[config.mk]
export PLATFORM = sky130hd
export DESIGN_NAME = qct_top
export DESIGN_NICKNAME = d
export VERILOG_FILES = /design/src/rtl/qct_pkg.sv /design/src/rtl/qct_reload_timer.sv /design/src/rtl/qct_top.sv
export SDC_FILE = /design/constraint.sdc
export NUM_CORES = 1
export LEC_CHECK = 0
export BUFFER_PORTS_ARGS = -buffer_cell sky130_fd_sc_hd__clkbuf_2
export CORE_MARGIN = 5
export CORE_UTILIZATION = 32
export DETAILED_ROUTE_END_ITERATION = 6
export PLACE_DENSITY = 0.55
export SLEW_MARGIN = 20
export SYNTH_ARGS = -nofsm -noshare
export SYNTH_HDL_FRONTEND = slang
export SYNTH_HIERARCHICAL = 1
export SYNTH_SLANG_ARGS = --single-unit
[constraint.sdc]
create_clock -name mclk -period 2.6 [get_ports mclk]
set_clock_uncertainty 0.2 [all_clocks]
set_input_delay 0.52 -clock mclk [delete_from_list [all_inputs] [get_ports mclk]]
set_output_delay 0.52 -clock mclk [all_outputs]
set_load 0.02 [all_outputs]
[src/rtl/qct_pkg.sv]
/*
  qct_pkg: constants shared by the quad counter/timer block.
  assumes a single system clock domain and synchronous reset.
*/
package qct_pkg;
  // ----------------------------------------------------------------
  // prescale and divider figures
  // ----------------------------------------------------------------
  localparam int unsigned QCT_DIV_SYS12    = 12;
  localparam int unsigned QCT_DIV_SYS4     = 4;
  localparam int unsigned QCT_DIV_SYS48    = 48;
  localparam int unsigned QCT_DIV_EXT8     = 8;
  localparam int unsigned QCT_DIVCNT_W     = 6;
  localparam logic [1:0]  QCT_SCA_SYS12    = 2'h0;
  localparam logic [1:0]  QCT_SCA_SYS4     = 2'h1;
  localparam logic [1:0]  QCT_SCA_SYS48    = 2'h2;
  localparam logic [1:0]  QCT_SCA_EXT8     = 2'h3;
  // ----------------------------------------------------------------
  // reset values and 13-bit count limit
  // ----------------------------------------------------------------
  localparam logic [15:0] QCT_CNT_RST      = 16'h0000;
  localparam logic [5:0]  QCT_DIV_RST      = 6'h00;
  localparam logic [12:0] QCT_MAX13        = 13'h1fff;

  typedef enum logic [1:0] {
    QCT_MODE_13BIT = 2'b00,
    QCT_MODE_16BIT = 2'b01,
    QCT_MODE_8RELD = 2'b10,
    QCT_MODE_SPLIT = 2'b11
  } qct_mode_e;

  // timer 2/3 clock choice
  typedef enum logic [1:0] {
    QCT_TCK_SYS12 = 2'b00,
    QCT_TCK_EXT8  = 2'b01,
    QCT_TCK_SYS   = 2'b10
  } qct_tclk_e;
endpackage

[src/rtl/qct_reload_timer.sv]
/*
  qct_reload_timer: one auto-reload timer, 16-bit or split 8+8.
  assumes tick inputs are one-cycle strobes on mclk.
*/
`timescale 1ns/1ns
`default_nettype none
module qct_reload_timer
  import qct_pkg::*;
(
  // clock and reset
  input  wire logic        mclk,
  input  wire logic        sys_rst,
  // control
  input  wire logic        run,
  input  wire logic        split,
  input  wire logic        tick_lo,
  input  wire logic        tick_hi,
  input  wire logic [15:0] reload,
  // status
  output logic      [15:0] count_q,
  output logic             ovf_lo,
  output logic             ovf_hi
);
  logic [15:0] count_d;
  logic        wrap_lo;
  logic        wrap_hi;

  assign wrap_lo = run && tick_lo && (split ? count_q[7:0] == 8'hff
                                            : count_q == 16'hffff);
  assign wrap_hi = run && tick_hi && split && count_q[15:8] == 8'hff;
  assign ovf_lo  = wrap_lo;
  assign ovf_hi  = split ? wrap_hi : 1'b0;

  always_comb begin
    count_d = count_q;
    if (run && !split && tick_lo) begin
      count_d = wrap_lo ? reload : count_q + 16'h0001;
    end
    if (run && split && tick_lo) begin
      count_d[7:0] = wrap_lo ? reload[7:0] : count_q[7:0] + 8'h01;
    end
    if (run && split && tick_hi) begin
      count_d[15:8] = wrap_hi ? reload[15:8] : count_q[15:8] + 8'h01;
    end
  end

  always_ff @(posedge mclk) begin
    if (sys_rst) begin
      count_q <= QCT_CNT_RST;
    end else begin
      count_q <= count_d;
    end
  end

  a_reload_value: assert property (@(posedge mclk) disable iff (sys_rst)
    (wrap_lo && !split) |=> count_q == $past(reload))
    else $error("16-bit reload value wrong");
endmodule
`default_nettype wire

[src/rtl/qct_top.sv]
/*
  qct_top: four counter/timers with prescaler and pin event counting.
  assumes count pins and ext_osc are asynchronous to mclk; the cpu
  side supplies control bits as plain levels on mclk.
*/
`timescale 1ns/1ns
`default_nettype none
// Behaviour
// - four 16-bit counter/timers, two classic, two auto-reload.
// - units 0/1 do 13-bit, 16-bit, 8-bit reload; split on unit 0 only.
// - timers 2/3 run as one 16-bit or two 8-bit reload timers.
// - timer 3 counts ext clock in suspend and can wake the device.
// - unit 0/1 clock from five sources via select bit and prescale.
// - each unit 0/1 picks prescaled clock or undivided system clock.
// - timers 2/3 use sysclk, sysclk/12 or ext clock/8.
// - in counter mode increment on each falling edge of its pin.
// - events up to a quarter of the system clock are counted.
// - units raise overflow interrupt requests for periodic interrupts.
// - prescale 00 /12, 01 /4, 10 /48, 11 ext/8 synchronised.
// - 13-bit wrap from all ones sets flag and requests interrupt.
module qct_top
  import qct_pkg::*;
(
  // clock and reset
  input  wire logic        mclk,
  input  wire logic        sys_rst,
  // pins
  input  wire logic        count_input_pin_a,
  input  wire logic        count_input_pin_b,
  input  wire logic        ext_osc,
  input  wire logic        suspend,
  // unit 0/1 control
  input  wire logic [1:0]  shared_prescale_field,
  input  wire logic [1:0]  unit_clock_select_bits,
  input  wire logic [1:0]  unit_run,
  input  wire logic [1:0]  unit_counter_mode,
  input  wire qct_mode_e   unit_a_mode,
  input  wire qct_mode_e   unit_b_mode,
  input  wire logic [1:0]  unit_irq_en,
  input  wire logic [1:0]  unit_flag_clr,
  // timer 2/3 control
  input  wire logic [1:0]  rt_run,
  input  wire logic [1:0]  rt_split,
  input  wire qct_tclk_e   rt2_clk_lo,
  input  wire qct_tclk_e   rt2_clk_hi,
  input  wire qct_tclk_e   rt3_clk_lo,
  input  wire qct_tclk_e   rt3_clk_hi,
  input  wire logic [15:0] rt2_reload,
  input  wire logic [15:0] rt3_reload,
  input  wire logic [3:0]  rt_irq_en,
  input  wire logic [3:0]  rt_flag_clr,
  // status
  output logic      [15:0] unit_a_count_q,
  output logic      [15:0] unit_b_count_q,
  output logic      [15:0] rt2_count_q,
  output logic      [15:0] rt3_count_q,
  output logic             unit_a_overflow_flag,
  output logic             unit_b_overflow_flag,
  output logic             unit_a_hi_overflow_flag,
  output logic      [3:0]  rt_flags_q,
  output logic      [3:0]  irq_req,
  output logic             wake_req
);
  // ----------------------------------------------------------------
  // input synchronisers
  // ----------------------------------------------------------------
  logic [2:0] sync1_q;
  logic [2:0] sync2_q;
  logic [2:0] prev_q;
  logic [2:0] fall;
  logic       ext_rise;

  always_ff @(posedge mclk) begin
    if (sys_rst) begin
      sync1_q <= 3'h7;
      sync2_q <= 3'h7;
      prev_q  <= 3'h7;
    end else begin
      sync1_q <= {ext_osc, count_input_pin_b, count_input_pin_a};
      sync2_q <= sync1_q;
      prev_q  <= sync2_q;
    end
  end
  assign fall     = prev_q & ~sync2_q;
  assign ext_rise = ~prev_q[2] & sync2_q[2];

  // ----------------------------------------------------------------
  // dividers
  // ----------------------------------------------------------------
  logic [QCT_DIVCNT_W-1:0] div12_q;
  logic [QCT_DIVCNT_W-1:0] div4_q;
  logic [QCT_DIVCNT_W-1:0] div48_q;
  logic [QCT_DIVCNT_W-1:0] ext8_q;
  logic                    t12;
  logic                    t4;
  logic                    t48;
  logic                    te8;
  logic                    pre_tick;

  localparam logic [5:0] LAST12 = 6'(QCT_DIV_SYS12 - 1);
  localparam logic [5:0] LAST4  = 6'(QCT_DIV_SYS4 - 1);
  localparam logic [5:0] LAST48 = 6'(QCT_DIV_SYS48 - 1);
  localparam logic [5:0] LAST8  = 6'(QCT_DIV_EXT8 - 1);

  assign t12 = div12_q == LAST12;
  assign t4  = div4_q == LAST4;
  assign t48 = div48_q == LAST48;
  assign te8 = ext_rise && ext8_q == LAST8;

  always_ff @(posedge mclk) begin
    if (sys_rst) begin
      div12_q <= QCT_DIV_RST;
      div4_q  <= QCT_DIV_RST;
      div48_q <= QCT_DIV_RST;
      ext8_q  <= QCT_DIV_RST;
    end else begin
      div12_q <= t12 ? QCT_DIV_RST : div12_q + 6'h01;
      div4_q  <= t4 ? QCT_DIV_RST : div4_q + 6'h01;
      div48_q <= t48 ? QCT_DIV_RST : div48_q + 6'h01;
      if (ext_rise) begin
        ext8_q <= (ext8_q == LAST8) ? QCT_DIV_RST : ext8_q + 6'h01;
      end
    end
  end

  always_comb begin
    unique case (shared_prescale_field)
      QCT_SCA_SYS12: pre_tick = t12;
      QCT_SCA_SYS4:  pre_tick = t4;
      QCT_SCA_SYS48: pre_tick = t48;
      QCT_SCA_EXT8:  pre_tick = te8;
    endcase
  end

  // ----------------------------------------------------------------
  // units 0 and 1
  // ----------------------------------------------------------------
  logic [1:0] utick;
  logic [15:0] ua_d;
  logic [15:0] ub_d;
  logic       wa;
  logic       wb;
  logic       wa_hi;
  logic       fa_q;
  logic       fb_q;
  logic       fah_q;

  generate
    for (genvar i = 0; i < 2; i++) begin : g_utick
      assign utick[i] = unit_counter_mode[i] ? fall[i]
                      : (unit_clock_select_bits[i] ? 1'b1 : pre_tick);
    end
  endgenerate

  function automatic logic [16:0] step(input logic [15:0] c,
                                       input qct_mode_e   m,
                                       input logic        tk);
    logic [16:0] r;
    r = {1'b0, c};
    if (tk) begin
      unique case (m)
        QCT_MODE_13BIT: begin
          r[12:0] = c[12:0] + 13'h0001;
          r[16]   = c[12:0] == QCT_MAX13;
        end
        QCT_MODE_16BIT: begin
          r[15:0] = c + 16'h0001;
          r[16]   = c == 16'hffff;
        end
        QCT_MODE_8RELD: begin
          r[7:0] = (c[7:0] == 8'hff) ? c[15:8] : c[7:0] + 8'h01;
          r[16]  = c[7:0] == 8'hff;
        end
        QCT_MODE_SPLIT: begin
          r[7:0] = c[7:0] + 8'h01;
          r[16]  = c[7:0] == 8'hff;
        end
      endcase
    end
    return r;
  endfunction

  always_comb begin
    {wa, ua_d} = step(unit_a_count_q, unit_a_mode, unit_run[0] & utick[0]);
    // split is unit 0 only; unit 1 just holds in that mode
    if (unit_b_mode == QCT_MODE_SPLIT) begin
      {wb, ub_d} = {1'b0, unit_b_count_q};
    end else begin
      {wb, ub_d} = step(unit_b_count_q, unit_b_mode,
                        unit_run[1] & utick[1]);
    end
    // split high half counts the shared prescale tick pre_tick and uses unit 1 run bit
    wa_hi = 1'b0;
    if (unit_a_mode == QCT_MODE_SPLIT && unit_run[1] && pre_tick) begin
      ua_d[15:8] = unit_a_count_q[15:8] + 8'h01;
      wa_hi      = unit_a_count_q[15:8] == 8'hff;
    end
  end

  always_ff @(posedge mclk) begin
    if (sys_rst) begin
      unit_a_count_q <= QCT_CNT_RST;
      unit_b_count_q <= QCT_CNT_RST;
    end else begin
      unit_a_count_q <= ua_d;
      unit_b_count_q <= ub_d;
    end
  end

  always_ff @(posedge mclk) begin
    if (sys_rst) begin
      fa_q  <= 1'b0;
      fb_q  <= 1'b0;
      fah_q <= 1'b0;
    end else begin
      fa_q  <= wa | (fa_q & ~unit_flag_clr[0]);
      fb_q  <= wb | (fb_q & ~unit_flag_clr[1]);
      fah_q <= wa_hi | (fah_q & ~unit_flag_clr[1]);
    end
  end
  assign unit_a_overflow_flag    = fa_q;
  assign unit_b_overflow_flag    = fb_q;
  assign unit_a_hi_overflow_flag = fah_q;

  // ----------------------------------------------------------------
  // timers 2 and 3
  // ----------------------------------------------------------------
  logic [3:0] rtick;
  logic [3:0] rovf;
  logic [3:0] rf_q;
  logic       rt3_run;
  qct_tclk_e  rsel [4];

  assign rsel[0] = rt2_clk_lo;
  assign rsel[1] = rt2_clk_hi;
  assign rsel[2] = suspend ? QCT_TCK_EXT8 : rt3_clk_lo;
  assign rsel[3] = suspend ? QCT_TCK_EXT8 : rt3_clk_hi;

  generate
    for (genvar j = 0; j < 4; j++) begin : g_rtick
      assign rtick[j] = (rsel[j] == QCT_TCK_SYS) ? 1'b1
                      : (rsel[j] == QCT_TCK_EXT8) ? te8 : t12;
    end
  endgenerate
  assign rt3_run = rt_run[1];

  qct_reload_timer u_rt2 (
    .mclk    (mclk),
    .sys_rst (sys_rst),
    .run     (rt_run[0] & ~suspend),
    .split   (rt_split[0]),
    .tick_lo (rtick[0]),
    .tick_hi (rtick[1]),
    .reload  (rt2_reload),
    .count_q (rt2_count_q),
    .ovf_lo  (rovf[0]),
    .ovf_hi  (rovf[1])
  );
  qct_reload_timer u_rt3 (
    .mclk    (mclk),
    .sys_rst (sys_rst),
    .run     (rt3_run),
    .split   (rt_split[1]),
    .tick_lo (rtick[2]),
    .tick_hi (rtick[3]),
    .reload  (rt3_reload),
    .count_q (rt3_count_q),
    .ovf_lo  (rovf[2]),
    .ovf_hi  (rovf[3])
  );

  always_ff @(posedge mclk) begin
    if (sys_rst) begin
      rf_q <= 4'h0;
    end else begin
      rf_q <= rovf | (rf_q & ~rt_flag_clr);
    end
  end
  assign rt_flags_q = rf_q;

  assign irq_req[0] = fa_q & unit_irq_en[0];
  assign irq_req[1] = (fb_q | fah_q) & unit_irq_en[1];
  assign irq_req[2] = |(rf_q[1:0] & rt_irq_en[1:0]);
  assign irq_req[3] = |(rf_q[3:2] & rt_irq_en[3:2]);
  assign wake_req   = suspend & |(rf_q[3:2] & rt_irq_en[3:2]);

  // ----------------------------------------------------------------
  // checks
  // ----------------------------------------------------------------
  a_fall_count: assert property (@(posedge mclk) disable iff (sys_rst)
    (unit_counter_mode[0] && unit_run[0] && fall[0]
     && unit_a_mode == QCT_MODE_16BIT)
    |=> unit_a_count_q == $past(unit_a_count_q) + 16'h0001)
    else $error("pin fall did not count");
  a_sync_delay: assert property (@(posedge mclk) disable iff (sys_rst)
    fall[0] |-> $past(count_input_pin_a, 3) && !$past(count_input_pin_a, 2))
    else $error("edge not from synced samples");
  a_wrap_13bit: assert property (@(posedge mclk) disable iff (sys_rst)
    (unit_a_mode == QCT_MODE_13BIT && unit_run[0] && utick[0]
     && unit_a_count_q[12:0] == QCT_MAX13)
    |=> unit_a_count_q[12:0] == 13'h0000 && fa_q)
    else $error("13-bit wrap missed");
  a_flag_sticky: assert property (@(posedge mclk) disable iff (sys_rst)
    (fa_q && !unit_flag_clr[0]) |=> fa_q)
    else $error("flag dropped without clear");
  a_irq_gate: assert property (@(posedge mclk) disable iff (sys_rst)
    irq_req[0] == (fa_q && unit_irq_en[0]))
    else $error("irq not gated by enable");
  a_pre_div12: assert property (@(posedge mclk) disable iff (sys_rst)
    t12 |=> !t12 [*8] ##1 !t12 ##1 !t12 ##1 !t12 ##1 t12)
    else $error("div 12 period wrong");
  a_pre_div4: assert property (@(posedge mclk) disable iff (sys_rst)
    t4 |=> !t4 ##1 !t4 ##1 !t4 ##1 t4)
    else $error("div 4 period wrong");
  a_sysclk_sel: assert property (@(posedge mclk) disable iff (sys_rst)
    (unit_clock_select_bits[1] && !unit_counter_mode[1]) |-> utick[1])
    else $error("sysclk select not undivided");
  a_split_b_hold: assert property (@(posedge mclk) disable iff (sys_rst)
    (unit_b_mode == QCT_MODE_SPLIT) |=> $stable(unit_b_count_q))
    else $error("unit 1 counted in split");
  a_suspend_ext: assert property (@(posedge mclk) disable iff (sys_rst)
    suspend |-> rtick[2] == te8)
    else $error("timer 3 not on ext clock");
  a_rt_clock: assert property (@(posedge mclk) disable iff (sys_rst)
    (rt2_clk_lo == QCT_TCK_SYS12) |-> rtick[0] == t12)
    else $error("timer 2 clock select wrong");
  a_event_rate: assert property (@(posedge mclk) disable iff (sys_rst)
    fall[0] |=> !fall[0])
    else $error("edge counted twice");

  c_wrap13: cover property (@(posedge mclk) wa && unit_a_mode == QCT_MODE_13BIT);
  c_pin_count: cover property (@(posedge mclk) fall[1] && unit_run[1]);
  c_wake: cover property (@(posedge mclk) wake_req);
  c_split_hi: cover property (@(posedge mclk) wa_hi);
endmodule
`default_nettype wire

Word level (Yosys, flattened, before mapping):

Cells that the tools add are included.

* flip-flop bits (word level): 104
* bits of input ports: 74
* output and inout port bits: 76
* word-level logic and storage cells: 192

* add/subtract/negate cells: 17
* equal/unequal tests: 34
* mux-type cells: 47
* bitwise gates (word level): 26
* reductions and logical operators: 47

Operator list (count)
* $mux W8: 11
* $add A16 B1 Y16 const B: 4
* $eq A16 B16 Y1 const B: 4
* $mux W16: 4
* $add A8 B1 Y8 const B: 7
* $eq A8 B8 Y1 const B: 7
* $mux W17: 2
* $pmux W8 S4: 1
* $add A13 B1 Y13 const B: 2
* $eq A13 B13 Y1 const B: 2
* $add A6 B1 Y6 const B: 4
* $pmux W8 S3: 1
* $logic_and A1 B1 Y1: 23
* $eq A2 B2 Y1 const B: 10
* $pmux W5 S2: 2
* $mux W1: 18
* $eq A2 B1 Y1 const B: 7
* $reduce_bool A2 Y1: 7
* $reduce_or A2 Y1: 6
* $and A1 B1 Y1: 10
* $and A2 B2 Y2: 3
* $eq A6 B2 Y1 const B: 1
* $eq A6 B3 Y1 const B: 1
* $eq A6 B4 Y1 const B: 1
* 17 further kinds: 33

Longest topological paths before layout:

* depth after elaboration: 10
* gate-level depth with buffers: 14
* gate-level depth less buffers: 12

Hierarchy:

The synthesis kept the hierarchy.

By module, submodules not included
* qct_top: instances 1, cells an instance 450, area an instance 3778.6 um^2, seq. area each 1441.4 um^2
* qct_reload_timer: instances 2, cells an instance 167, area an instance 1342.5 um^2, seq. area each 320.3 um^2

Worst setup path before layout:

Ideal clock, no wire load.

* path type: reg2reg
* start point: register div12_q[0]
* end point: register u_rt3.count_q[12]
* setup time: 0.135 ns
* arrival: 2.355 ns
* required time: 2.265 ns
* path slack: -0.091 ns
* cell stages (with the launch flop): 14
* buffers on the path: 2
* period minus slack after synthesis: 2.691 ns
* cells stage by stage: dfxtp_1 ha_1 and3_1 buf_2 nor2_1 nand2_1 o21ai_0 a221oi_1 and4_4 buf_6 and3_4 a32oi_1 a211oi_1 a211oi_1

* cells in the longest elaborated chain, start to end: 8
* elaborated cells between the ends (all ways): 17
* classes of those cells: eq/ne: 1; mux: 8; reduce/logical: 8

Ends and longest elaborated chain
* from (decl): line qct_top.sv:90 `logic [QCT_DIVCNT_W-1:0] div12_q;`
* from (signal assigned): line qct_top.sv:117 `div12_q <= t12 ? QCT_DIV_RST : div12_q + 6'h01;`
* $eq A6 B4 Y1 (*): line qct_top.sv:105 `assign t12 = div12_q == LAST12;`
* $mux W1 (*): line qct_top.sv:242 `: (rsel[j] == QCT_TCK_EXT8) ? te8 : t12;`
* $mux W1 (*): line qct_top.sv:241 `assign rtick[j] = (rsel[j] == QCT_TCK_SYS) ? 1'b1`
* net rtick[2]: line qct_top.sv:228 `logic [3:0] rtick;`
* $logic_and A1 B1 Y1 (2 in series): line qct_reload_timer.sv:28 `assign wrap_lo = run && tick_lo && (split ? count_q[7:0] == 8'hff`
* $mux W16: line qct_reload_timer.sv:37 `count_d = wrap_lo ? reload : count_q + 16'h0001;`
* $mux W16: line qct_reload_timer.sv:36 `if (run && !split && tick_lo) begin`
* $mux W8: line qct_reload_timer.sv:42 `if (run && split && tick_hi) begin`
* to (signal assigned): line qct_reload_timer.sv:51 `count_q <= count_d;`
* to (decl): line qct_reload_timer.sv:20 `output logic [15:0] count_q,`

The timed path passes the listed nets; every way through them passes the cells marked *. The select of a mux whose other input is x is not followed.
A chain may end at the register's enable or synchronous reset.

Final worst setup path:

* start point: register div12_q[4]
* end point: register u_rt3.count_q[7]

* cells in the longest elaborated chain, start to end: 8
* elaborated cells between the ends (all ways): 12
* classes of those cells: eq/ne: 1; mux: 6; reduce/logical: 5

Ends and longest elaborated chain
* $eq A6 B4 Y1 (*): line qct_top.sv:105
* $mux W1 (*): line qct_top.sv:242
* $mux W1 (*): line qct_top.sv:241
* net rtick[2]: line qct_top.sv:228
* $logic_and A1 B1 Y1 (2 in series): line qct_reload_timer.sv:28
* $mux W16: line qct_reload_timer.sv:37
* $mux W16: line qct_reload_timer.sv:36
* $mux W8: line qct_reload_timer.sv:39 `if (run && split && tick_lo) begin`

Marks and branches as above.

==> results.md <==
- Critical path data required time: 2.65 ns
- Antenna viol nets, final: 0
- CORE AREA: 0.02004 sq mm
- Ys async rst share: 0%
- Detail Placement HPWL: 14970 um
- Fin crit period: 2.601 ns
- Dominant synthesized flop cell: dfxtp_1
- Area contributors post-synth: dfxtp_1 32%, nor2_1 5.2%, xor2_1 3.5%
- FF-to-FF setup slack: -0.001 ns
- Post-Syn Area: around 0.0065 sq mm
- Post-route clock period utilization: 100.0%
- WL per Instance: about 16 um
- Clk root buf: clkbuf_16
- Vias: 6621
- First-pass GRT wire length: 32830 um
- YS warnings: 6
- Post-synthesis sequential area ratio: 32.21%
- Clock Path Buffers: 2
- Clock sink total: around 100
- Area delta synth->final: 31.44%
- Number of flops mapped to enable cells by yosys: 0
- Vias per cell: 5.288
- Max IR drop VDD: 0.3215 mV
- Die area: 0.02314 sq mm
- Area share of the largest cell type after synthesis: 32.21%
- CP arrival: 2.65 ns
- CP max FO: 7
- Mux contribution to synthesized area: 1.994%
- GRT met1 Usage: 22.72%
- Total track usage: between 10% and 20%
- Pwr per Cell Area: 423.8 mW/mm^2
- Filler cell count: 2073
- RSZ-0062 raised after global routing: yes
- Slew HR: 69.63%
- Die Span Y: 152.1 um
- Gpl congestion: between 0.8 and 0.9
- CTS buffer count: 9
- Remaining DRCs: 0
- Post-Synth Simple-Gate Area: 29.95%
- H-tree Lvls: 3
- Compound-Gate Fraction of Synth Area: a little over a fifth
- F_max: 384.5 MHz
- Outcome: finished with violations
- Final core utilization: 42.40%
- 1st-iter DRT viols: between 300 and 400
- # diodes: 0
- Leak pwr: 3.427 nW
- CTS tree: built
- Failing checks: negative setup slack
- Largest net degree at the start of global routing: 40
- CTS Hold Bufs: 0
- Initial antenna violation count: 0
- Crit path kind: reg -> reg
- Rows: 52
- Worst slew pin tran: 0.4555 ns
- Vias in the first global route: 6296
- Setup crit start kind: flip-flop
- Layout net count: 1068
- Final Setup Violations: 1
- Clock Pin Slew Worst Setup and Hold Paths: ~0.08 ns
- Hold Slack: 0.1441 ns
- Global Route met2 Usage: 26.93%
- Largest family of logic cells by synthesized area: simple AND/OR/NAND/NOR gates
- Count of different cell masters after synthesis: 83
- PortBufs: 149
- Post-synthesis register bit count: 104
- Hold Fails Final Rpt: 0
- Share of cells above drive strength 1: 34.22%
- Met3 Use GR: about 3.4%
- Busiest grt layer: met2
- Total of max-cap violations: 0
- Die Wd: between 150 and 200 um
- Mapped Nets: 875
- Largest area contributor in the netlist: dfxtp_1
- Initial core utilization: 32.26%
- Remaining Overflow, GRT: 0
- Final slew viol count: 0
- Cells after synthesis: 784
- Worst hold-check path type: in -> reg
- IO Count: 150
- Adder-cell share of the synthesized area: roughly 3.3%
- DR pass1 iterations: 5
- Xor/xnor share of the synthesized area: 6.233%
- Commonest cells post-synth: 104 x dfxtp_1, 90 x nor2_1, 49 x nand2_1
- Post-Route WL: 19970 um
- Final worst-path setup slack: -0.001019 ns
- Later-pin clock latency in the skew report: 0.36 ns
- Element type at the critical path end: flip-flop
- Most common cell in the netlist: dfxtp_1
- Synth Area per Inst: 8.245 sq um
- Overall power: ~0.0036 W
==> stage by stage <==
stage | cell area (sq um) | setup TNS, ns | worst slack [ns] | std cells
detailed placement | 7826 | -0.04461 | -0.02929 | 1225
CTS | 8200 | 0 | 0.0005798 | 1244
floorplan | 6475 | 0 | 0.003102 | 784
global placement | 7826 | 0 | 0.04173 | 1225
finish | 8496 | -0.001019 | -0.001019 | 1252
global route | 8496 | -1.187 | -0.1131 | 1252
==> final cells by class <==
class / count / area (sq um) / share of cell area, %
clock inverter: 5 / 61.31 / 0.7216
tap: 270 / 337.8 / 3.976
sequential: 104 / 2085 / 24.54
timing repair inverter: 1 / 8.758 / 0.1031
timing repair buffer: 221 / 1338 / 15.74
clock buffer: 11 / 252.7 / 2.975
multi-input combinational: 615 / 4294 / 50.54
inverter: 25 / 118.9 / 1.399
==> report_power, final <==
group	total (W)	switching (W)	internal (W)	leakage (nW)
combinational	0.000449	0.000246	0.000203	2.43
clock	0.00148	0.000674	0.000809	0.157
sequential	0.00167	0.0000404	0.00163	0.844
total	0.00360	0.000960	0.00264	3.43
==> what timing repair did <==
action	CTS	global route
buffers inserted	3	8
cloned	0	1
hold endpoints to repair	0	0
gates resized for setup	5	53
pin swaps	7	28
setup endpoints to repair	6	46
==> flip-flops by register name (all words and copies together), names as in the netlist <==
signal,flops
unit_b_count_q,16
div12_q,6
prev_q,3
u_rt2/count_q,16
rt_flags_q,4
unit_a_hi_overflow_flag,1
sync2_q,3
sync1_q,3
unit_a_overflow_flag,1
div4_q,6
ext8_q,6
div48_q,6
u_rt3/count_q,16
unit_a_count_q,16
unit_b_overflow_flag,1
==> placed cells by master (no fill, tap or decap), types with 5 or more instances in the layout <==
cell,netlist,layout
and4_4,5,5
nor2_1,90,84
nand3_1,38,37
o21ai_0,25,23
a211oi_1,17,12
clkbuf_16,0,9
nor4_1,5,5
buf_4,0,67
xor2_1,26,26
nand2b_1,9,9
or2_2,13,13
and3_1,18,15
nor2_2,0,6
nand4_1,22,22
a211oi_2,3,8
ha_1,17,14
o21ai_1,16,15
inv_1,23,23
nand2_1,49,48
o211ai_1,5,5
and2_1,11,8
a22oi_1,9,9
dfxtp_1,104,102
xnor2_1,20,19
a21oi_1,43,43
a31oi_1,18,16
nor2b_1,7,7
clkbuf_2,2,148
nor3_1,36,35
or3_1,8,8
==> worst paths after layout <==
| path | to | startpoint | cells past startpoint |
|---|---|---|---|
| setup / recovery | u_rt3/count_q[7] | div12_q[4] | 12 |
| hold / removal | sync1_q[1] | count_input_pin_b | 2 |
| setup reg to reg | u_rt3/count_q[7] | div12_q[4] | 12 |
| hold reg to reg | sync2_q[1] | sync1_q[1] | 1 |
==> routing by layer <==
layer  up-vias  part of all wire (%)
li1       3275                     -
met1      3148                    47
met2       174                    47
met3        24                   4.8
met4         0                   1.8
met5         -                     0
==> logic make-up (layout without fill, tap and decap cells) <==
family | count (synthesis) | count (layout)
AOI/OAI and AO/OA | 197 | 197
muxes | 10 | 10
buffers and inverters | 65 | 263
DFF | 104 | 104
adders and majority gates | 17 | 17
and+or+nand+nor | 345 | 345
xor gates and xnor gates | 46 | 46
==> critical path, stage by stage, from the launching register on <==
cell	delay (ns)
dfxtp_2	0.34
nor3_4	0.21
and3_4	0.22
nor2_2	0.05
nand2_1	0.07
o21ai_2	0.06
a221oi_2	0.34
and4_4	0.31
and3_4	0.25
nand2_8	0.09
buf_4	0.16
mux2i_1	0.13
a21oi_1	0.08
Note: power is estimated with default switching activity, not from simulation.
